$ cat config.mk
export PLATFORM = sky130hd
export DESIGN_NAME = sbx_sys_bus_access
export DESIGN_NICKNAME = d
export VERILOG_FILES = /design/src/rtl/sbx_pkg.sv /design/src/rtl/sbx_sys_bus_access.sv /design/src/rtl/sbx_bus_master.sv
export SDC_FILE = /design/constraint.sdc
export NUM_CORES = 1
export LEC_CHECK = 0
export BUFFER_PORTS_ARGS = -buffer_cell sky130_fd_sc_hd__buf_2
export CAP_MARGIN = 0
export CORE_MARGIN = 2
export CORE_UTILIZATION = 39
export DETAILED_ROUTE_END_ITERATION = 8
export HOLD_SLACK_MARGIN = 0.08
export SLEW_MARGIN = 20
export SYNTH_ARGS = -nofsm -noshare
export SYNTH_HDL_FRONTEND = slang
export SYNTH_SLANG_ARGS = --single-unit
$ cat constraint.sdc
create_clock -name clk -period 3 [get_ports clk]
set_input_delay 0 -clock clk [delete_from_list [all_inputs] [get_ports clk]]
set_output_delay 0 -clock clk [all_outputs]
set_load 0.05 [all_outputs]
$ cat src/rtl/sbx_pkg.sv
// Purpose: shared constants and carriers for the debug system bus access block
// Assumes: debug module interface word offsets of 7 bits, 32-bit system bus addresses
// Notes: error codes and size codes follow the control/status layout
package sbx_pkg;

  // debug module interface word offsets
  localparam logic [6:0] SBX_OFF_ADDR = 7'h39;
  localparam logic [6:0] SBX_OFF_DATA_LO = 7'h3c;
  localparam logic [6:0] SBX_OFF_DATA_HI = 7'h3d;

  // reset values
  localparam logic [31:0] SBX_RST_WORD = 32'h0000_0000;

  // error field codes
  localparam logic [2:0] SBX_ERR_NONE = 3'h0;
  localparam logic [2:0] SBX_ERR_BADADDR = 3'h2;
  localparam logic [2:0] SBX_ERR_ALIGN = 3'h3;
  localparam logic [2:0] SBX_ERR_SIZE = 3'h4;
  localparam logic [2:0] SBX_ERR_CLR_ALL = 3'h7;

  // largest supported size code (3 = 64-bit)
  localparam logic [2:0] SBX_SIZE_MAX = 3'h3;

  // debugger register request
  typedef struct packed {
    logic valid;
    logic write;
    logic [6:0] addr;
    logic [31:0] wdata;
  } sbx_dmi_req_t;

  // system bus request
  typedef struct packed {
    logic valid;
    logic write;
    logic [2:0] size;
    logic [31:0] addr;
    logic [63:0] wdata;
  } sbx_bus_req_t;

  // system bus response
  typedef struct packed {
    logic valid;
    logic error;
    logic [63:0] rdata;
  } sbx_bus_rsp_t;

endpackage

$ cat src/rtl/sbx_sys_bus_access.sv
// Purpose: debugger system bus access registers and launch control
// Assumes: one debugger request per cycle, each answered one cycle later
// Notes: control bits are plain ports, their register lives elsewhere; status bits are registered in this block
// Notes on behaviour
// address register, 32 bits, zero at reset, gives every access target.
// read-on-address set: each address write launches a read there.
// address-write read only when error field and busy-error both zero.
// address write while busy sets busy-error and is dropped.
// low data register holds data bits 31:0, zero at reset.
// successful read loads both data registers; upper bits may be junk.
// low data read returns contents; read-on-data also launches a read.
// low data write launches a bus write of both data words.
// upper data register never launches anything.
// debugger touches upper word before lower word for wide data.
// low data launches only when error field and busy-error are zero.
// data register access while busy sets busy-error and is dropped.
// high data register holds bits 63:32, zero at reset.
// registers at word offsets 0x39, 0x3C, 0x3D of the debugger port.
// auto-increment adds access size in bytes after each good access.
// size 0..3 is 8..64 bits; larger sets error 4, no access.
// busy set on request, held until access fully completes.
// error 2 bad address, 3 misaligned, 4 size; cleared by writing ones.
// one access outstanding; next accepted only after busy clears.
// aborted access leaves registers unchanged and issues no bus traffic.
`timescale 1ns/1ps
module sbx_sys_bus_access (
  // clock and reset
  input wire logic clk,
  input wire logic rst_b,
  // debugger register port
  input wire sbx_pkg::sbx_dmi_req_t dmi_req,
  output logic dmi_rsp_valid,
  output logic [31:0] dmi_rdata,
  // control settings
  input wire logic read_on_addr,
  input wire logic read_on_data,
  input wire logic auto_increment,
  input wire logic [2:0] access_size,
  // status and clears
  input wire logic error_wr,
  input wire logic [2:0] error_wdata,
  input wire logic busy_error_clr,
  output logic bus_busy,
  output logic busy_error,
  output logic [2:0] bus_error,
  // system bus
  output sbx_pkg::sbx_bus_req_t bus_req,
  input wire logic bus_ready,
  input wire sbx_pkg::sbx_bus_rsp_t bus_rsp
);

  // bytes moved by one access of the given size code
  function automatic logic [31:0] size_bytes(input logic [2:0] size);
    size_bytes = 32'h0000_0001 << size[1:0];
  endfunction

  logic [31:0] addr_q;
  logic [31:0] data_lo_q;
  logic [31:0] data_hi_q;
  logic [2:0] err_q;
  logic busy_err_q;
  logic rsp_valid_q;
  logic [31:0] rdata_q;
  logic done;
  logic done_err;
  logic [63:0] done_rdata;
  logic launch_wr_q;
  sbx_pkg::sbx_bus_req_t launch;

  // register decode
  wire hit_addr = dmi_req.valid && (dmi_req.addr == sbx_pkg::SBX_OFF_ADDR);
  wire hit_lo = dmi_req.valid && (dmi_req.addr == sbx_pkg::SBX_OFF_DATA_LO);
  wire hit_hi = dmi_req.valid && (dmi_req.addr == sbx_pkg::SBX_OFF_DATA_HI);
  wire hit_any = hit_addr || hit_lo || hit_hi;
  wire abort = hit_any && bus_busy;
  wire take = hit_any && !bus_busy;
  wire blocked = (err_q != sbx_pkg::SBX_ERR_NONE) || busy_err_q;

  // launch decode; the upper word never launches an access
  wire want_rd_addr = take && hit_addr && dmi_req.write && read_on_addr;
  wire want_rd_data = take && hit_lo && !dmi_req.write && read_on_data;
  wire want_wr = take && hit_lo && dmi_req.write;
  wire want = (want_rd_addr || want_rd_data || want_wr) && !blocked;
  wire size_bad = access_size > sbx_pkg::SBX_SIZE_MAX;
  wire [31:0] tgt_addr = hit_addr ? dmi_req.wdata : addr_q;
  wire misalign = (tgt_addr & (size_bytes(access_size) - 32'h0000_0001)) != 32'h0;
  wire go = want && !size_bad && !misalign;
  wire err_clr = error_wr && (error_wdata == sbx_pkg::SBX_ERR_CLR_ALL);

  // launch carries the fresh address or fresh low word of this same request
  assign launch.valid = go;
  assign launch.write = want_wr;
  assign launch.size = access_size;
  assign launch.addr = tgt_addr;
  assign launch.wdata = {data_hi_q, hit_lo ? dmi_req.wdata : data_lo_q};

  // next error code; a new error wins over a clear in the same cycle
  wire [2:0] err_new = (want && size_bad) ? sbx_pkg::SBX_ERR_SIZE :
                       (want && misalign) ? sbx_pkg::SBX_ERR_ALIGN :
                       done_err ? sbx_pkg::SBX_ERR_BADADDR : sbx_pkg::SBX_ERR_NONE;
  wire [2:0] err_d = (err_new != sbx_pkg::SBX_ERR_NONE) ? err_new :
                     err_clr ? sbx_pkg::SBX_ERR_NONE : err_q;
  wire good_done = done && !done_err;
  wire [31:0] addr_inc = addr_q + size_bytes(access_size);

  sbx_bus_master u_master (
    .clk(clk),
    .rst_b(rst_b),
    .launch(launch),
    .busy(bus_busy),
    .done(done),
    .done_err(done_err),
    .done_rdata(done_rdata),
    .bus_req(bus_req),
    .bus_ready(bus_ready),
    .bus_rsp(bus_rsp)
  );

  assign busy_error = busy_err_q;
  assign bus_error = err_q;
  assign dmi_rsp_valid = rsp_valid_q;
  assign dmi_rdata = rdata_q;

  // address register: debugger write or auto-increment, never both at once
  always_ff @(posedge clk)
  begin
    if (!rst_b)
      addr_q <= sbx_pkg::SBX_RST_WORD;
    else if (take && hit_addr && dmi_req.write)
      addr_q <= dmi_req.wdata;
    else if (good_done && auto_increment)
      addr_q <= addr_inc;
  end

  // direction of the access in flight; the bus request is already gone when it answers
  always_ff @(posedge clk)
  begin
    if (!rst_b)
      launch_wr_q <= 1'b0;
    else if (go)
      launch_wr_q <= want_wr;
  end

  // data registers; completions only happen while busy, so no write collides
  always_ff @(posedge clk)
  begin
    if (!rst_b)
    begin
      data_lo_q <= sbx_pkg::SBX_RST_WORD;
      data_hi_q <= sbx_pkg::SBX_RST_WORD;
    end
    else if (good_done && !launch_wr_q)
    begin
      data_lo_q <= done_rdata[31:0];
      data_hi_q <= done_rdata[63:32];
    end
    else if (take && dmi_req.write)
    begin
      if (hit_lo) data_lo_q <= dmi_req.wdata;
      if (hit_hi) data_hi_q <= dmi_req.wdata;
    end
  end

  // status flags; setting beats clearing
  always_ff @(posedge clk)
  begin
    if (!rst_b)
    begin
      err_q <= sbx_pkg::SBX_ERR_NONE;
      busy_err_q <= 1'b0;
    end
    else
    begin
      err_q <= err_d;
      busy_err_q <= abort || (busy_err_q && !busy_error_clr);
    end
  end

  // debugger answer one cycle after each request; unmapped offsets read zero
  always_ff @(posedge clk)
  begin
    if (!rst_b)
    begin
      rsp_valid_q <= 1'b0;
      rdata_q <= sbx_pkg::SBX_RST_WORD;
    end
    else
    begin
      rsp_valid_q <= dmi_req.valid;
      rdata_q <= hit_addr ? addr_q : hit_lo ? data_lo_q : hit_hi ? data_hi_q : 32'h0000_0000;
    end
  end
endmodule

$ cat src/rtl/sbx_bus_master.sv
// Purpose: single-outstanding system bus master for debugger accesses
// Assumes: bus holds request until ready, answers once per request
// Notes: busy covers the whole access, from launch to response
`timescale 1ns/1ps
module sbx_bus_master (
  // clock and reset
  input wire logic clk,
  input wire logic rst_b,
  // launch side
  input wire sbx_pkg::sbx_bus_req_t launch,
  output logic busy,
  output logic done,
  output logic done_err,
  output logic [63:0] done_rdata,
  // system bus side
  output sbx_pkg::sbx_bus_req_t bus_req,
  input wire logic bus_ready,
  input wire sbx_pkg::sbx_bus_rsp_t bus_rsp
);

  typedef enum logic [1:0] {
    SBX_ST_IDLE = 2'b00,
    SBX_ST_ISSUE = 2'b01,
    SBX_ST_WAIT = 2'b10
  } sbx_state_t;

  sbx_state_t state_q;
  sbx_state_t state_d;
  sbx_pkg::sbx_bus_req_t req_q;
  wire accept = launch.valid && (state_q == SBX_ST_IDLE);

  // state decode; new launches only taken when idle
  assign busy = (state_q != SBX_ST_IDLE);
  assign done = (state_q == SBX_ST_WAIT) && bus_rsp.valid;
  assign done_err = done && bus_rsp.error;
  assign done_rdata = bus_rsp.rdata;
  assign bus_req = (state_q == SBX_ST_ISSUE) ? req_q : '0;

  always_comb
  begin
    state_d = state_q;
    unique case (state_q)
      SBX_ST_IDLE: if (launch.valid) state_d = SBX_ST_ISSUE;
      SBX_ST_ISSUE: if (bus_ready) state_d = SBX_ST_WAIT;
      SBX_ST_WAIT: if (bus_rsp.valid) state_d = SBX_ST_IDLE;
      default: state_d = SBX_ST_IDLE;
    endcase
  end

  // request is latched so it stays stable while the bus stalls
  always_ff @(posedge clk)
  begin
    if (!rst_b)
    begin
      state_q <= SBX_ST_IDLE;
      req_q <= '0;
    end
    else
    begin
      state_q <= state_d;
      if (accept) req_q <= launch;
    end
  end
endmodule

==> implementation parameters <==
Parameter                              Value

Timing
  Actual slew at the worst max-slew pin ... 0.937 ns
  Setup WS post-layout ... 0.388 ns
  Count of endpoints failing setup in the final report ... 0
  Max Slew Vio Count ... 0
  Period Utilization, post-route ... 0.871
  Max Clk Rate ... 0.383 GHz
  Skew final ... 0.0110 ns
  Final total negative setup slack ... 0 ns
  RSZ-0062 raised after global routing ... no
  Crit path time final ... 2.61 ns
  Final hold slack ... 0.123 ns
  Number of hold violations in the final report ... 0
  Max_slew headroom ... 0.376

Run status
  Run status ... complete, no violations

Detailed routing
  Detail-routed via count per cell ... 5.54
  Post-detailed-route DRC marker count ... 0
  TritonRoute pass-1 iters ... 8
  Routed via count ... 11,500
  Routed wire per std cell ... 18.5 um
  Routed WL ... 38.4 mm
  DRC violation total after the first TritonRoute iteration ... 894
  Antenna violation net count after detailed routing ... 0

Clock network
  Clock Sink Count ... 237
  Number of levels in the clock H-tree ... 1
  Post_cts resized ... 0
  TritonCTS clock tree ... yes
  Number of buffers created by CTS ... 27
  Clock input transition at the sequential cells of the worst setup and hold paths ... 0.06 ns
  Clock Path Buffers ... 3
  Clock latency on the worst-skew pair ... 0.54 ns
  Root Buffer ... sky130_fd_sc_hd__clkbuf_16

Placed design
  Final estimated routing congestion in global placement ... 0.788
  Dpl ws ... 0.462 ns
  Number of buffer cells added on primary ports ... 259
  DP Wirelength ... 23.6 mm

Floorplan
  Number of standard-cell rows in the floorplan ... 62
  Die Area ... 30,100 um^2
  Height of the chip ... 174 um
  I/O pins ... 260
  Std-Cell Core Area ... 28,500 um^2
  Die width ... 174 um
  Initial Utilization ... 0.394

Synth
  Leading cell type by number of instances after synthesis ... sky130_fd_sc_hd__dfxtp_1
  Post-synth EDFFs ... 0
  Commonest register cell after synthesis ... sky130_fd_sc_hd__dfxtp_1
  Share of flip-flops with an asynchronous set or reset ... 0
  Number of flip-flops and latches in the synthesized netlist ... 237
  Largest area contributor in the synthesized netlist ... sky130_fd_sc_hd__dfxtp_1
  Synth warn ... 0
  Number of nets produced by synthesis ... 1,443
  Register area share after synthesis ... 0.423
  Synthesized area per cell ... 8.52 um^2
  Leading post-synthesis cells by instance count ... 237 x sky130_fd_sc_hd__dfxtp_1, 123 x sky130_fd_sc_hd__a21oi_1, 116 x sky130_fd_sc_hd__nand2_1
  Post-Syn Area ... 11,200 um^2
  Dominant cells by area after synthesis ... sky130_fd_sc_hd__dfxtp_1 42%, sky130_fd_sc_hd__mux2i_1 8.4%, sky130_fd_sc_hd__and2_1 6.2%
  Number of instances in the synthesized netlist ... 1,316
  Synth unique cells ... 53
  Fraction of synthesized cell area taken by the top area cell type ... 0.423

Cells and area
  Final Core Density ... 0.543
  Layout area overhead ... 37.9%
  Share of post-route cells with drive strength above 1 ... 0.204
  Net total in the final layout ... 1,800
  Antenna cells ... 0
  Number of fill cells ... 2,698

Critical path
  Critical Path Source ... u_master.state_q[1]$_SDFFE_PN0P_
  End point of the critical path ... data_hi_q[22]$_SDFFE_PN0P_
  Critical Path Slowest Stage Cell ... sky130_fd_sc_hd__dlygate4sd3_1
  Largest delay share family, worst path ... buffers and inverters
  Critical path arrival ... 3.03 ns
  Logic depth of the worst path, buffers included ... 7
  Setup Crit Path Kind ... reg -> reg
  Data required time at the worst endpoint ... 3.42 ns
  RR Startpoint ... u_master.state_q[1]$_SDFFE_PN0P_
  Largest stage delay on the critical path ... 0.58 ns
  CP bufs+invs ... 3
  Crit start category ... flip-flop
  Depth of the worst register-to-register path ... 7
  Worst-case register-to-register setup slack ... 0.39 ns
  Sort of element at the end of the critical path ... flip-flop
  Cell-by-cell trace of the critical path ... nor4bb_1, buf_4, nand2b_4, buf_12, o21ai_0, a21oi_1, dlygate4sd3_1
  Worst-path maximum fanout ... 61
  Crit Reg-Reg Endpoint ... data_hi_q[22]$_SDFFE_PN0P_

Power
  Power density cells ... 461 nW/um^2
  Worst voltage drop across the vdd grid ... 0.339 mV
  Total power ... 0.00713 W
  Pleak ... 6.00 nW

GRT
  Gr usage total ... 0.245
  GRT Residual Overflow ... 0
  Wire length of the first global-routing pass ... 61.1 mm
  Largest net degree at the start of global routing ... 102
  Number of antenna violations at the first check in global routing ... 0
  Number of global-route vias before repair ... 11,100

Min path
  Min-Delay Path Depth ... 3
  Class of the tightest hold or removal check ... in -> reg

Run
  Total of max-cap violations ... 0
[per-layer routing]
| metal | GRT usage | wire length [um] |
|---|---|---|
| met4 | 0.0530 | 635 |
| met1 | 0.341 | 17600 |
| met2 | 0.408 | 18000 |
| met3 | 0.0314 | 2250 |
| met5 | 0 | 0 |
[metrics by stage]
| stage | cells | cell area (um^2) |
|---|---|---|
| 3_5_place_dp | 1860 | 12800 |
| 5_1_grt | 2076 | 15500 |
| 3_3_place_gp | 1860 | 12800 |
| 2_1_floorplan | 1316 | 11200 |
| 6_report | 2076 | 15500 |
| 4_1_cts | 2076 | 15500 |
[placed cells by master (no fill, tap or decap), types with 6 or more instances in the layout]
cell type	instances
sky130_fd_sc_hd__a211oi_1	77
sky130_fd_sc_hd__a21oi_1	123
sky130_fd_sc_hd__a222oi_1	33
sky130_fd_sc_hd__a22oi_1	6
sky130_fd_sc_hd__a311oi_1	34
sky130_fd_sc_hd__and2_1	109
sky130_fd_sc_hd__and3_1	7
sky130_fd_sc_hd__buf_12	9
sky130_fd_sc_hd__buf_2	258
sky130_fd_sc_hd__buf_4	20
sky130_fd_sc_hd__bufinv_16	6
sky130_fd_sc_hd__clkbuf_16	27
sky130_fd_sc_hd__clkinv_2	6
sky130_fd_sc_hd__dfxtp_1	237
sky130_fd_sc_hd__dlygate4sd3_1	168
sky130_fd_sc_hd__inv_1	12
sky130_fd_sc_hd__mux2i_1	94
sky130_fd_sc_hd__nand2_1	116
sky130_fd_sc_hd__nand3_1	10
sky130_fd_sc_hd__nand4_1	42
sky130_fd_sc_hd__nor2_1	98
sky130_fd_sc_hd__nor3_1	8
sky130_fd_sc_hd__nor4_1	7
sky130_fd_sc_hd__o21ai_0	93
sky130_fd_sc_hd__xnor2_1	11
sky130_fd_sc_hd__xor2_1	7
[worst register-to-register path, cell delays in order, from the launching register on]
cell	delay (ns)
sky130_fd_sc_hd__dfxtp_1	0.47
sky130_fd_sc_hd__nor4bb_1	0.30
sky130_fd_sc_hd__buf_4	0.20
sky130_fd_sc_hd__nand2b_4	0.32
sky130_fd_sc_hd__buf_12	0.33
sky130_fd_sc_hd__o21ai_0	0.24
sky130_fd_sc_hd__a21oi_1	0.06
sky130_fd_sc_hd__dlygate4sd3_1	0.58
[flip-flops by register name, summed over array words and instances, names as in the netlist]
register and cells:
u_master.req_q 101, bus_error 3, u_master.state_q 2, dmi_rdata 32, busy_error 1, data_lo_q 32, launch_wr_q 1, data_hi_q 32
addr_q 32, dmi_rsp_valid 1
[cell families after synthesis]
logic type      share of synthesized area
simple gates                        0.196
compound gates                      0.221
xor+xnor                           0.0141
mux                                0.0849
flops                               0.423
buf+inv                            0.0533
fa+ha+maj                         0.00737
[area by class of cell]
class                           count  area (um^2)  area share
Timing Repair Buffer              455         3300       0.214
Clock inverter                     14          226      0.0147
Multi-Input combinational cell    939         5920       0.383
Sequential cell                   237         4740       0.307
Tap cell                          384          480      0.0311
Clock buffer                       34          732      0.0474
Inverter                           13         51.3     0.00332
[worst min path at each step]
stage	start	to	slack [ns]
2_1_floorplan	dmi_req[40]	dmi_rsp_valid$_SDFF_PN0_	0.12
5_1_grt	rst_b	addr_q[12]$_SDFFE_PN0P_	0.18
6_report	rst_b	dmi_rdata[12]$_SDFF_PN0_	0.12
4_1_cts	rst_b	dmi_rdata[21]$_SDFF_PN0_	0.12
3_3_place_gp	dmi_req[40]	dmi_rsp_valid$_SDFF_PN0_	0.22
3_5_place_dp	dmi_req[40]	dmi_rsp_valid$_SDFF_PN0_	0.23
[where the power goes]
part | switching, W | internal [W] | total, W
clock | 0.00137 | 0.00224 | 0.00360
combinational | 0.000195 | 0.000181 | 0.000376
sequential | 0.00000278 | 0.00315 | 0.00315
[timing repair]
item / CTS / global route
buffers inserted: 0 / 0
endpoints found under the hold margin: 177 / 0
hold buffers: 168 / 0
Note: power is estimated with default switching activity, not from simulation.
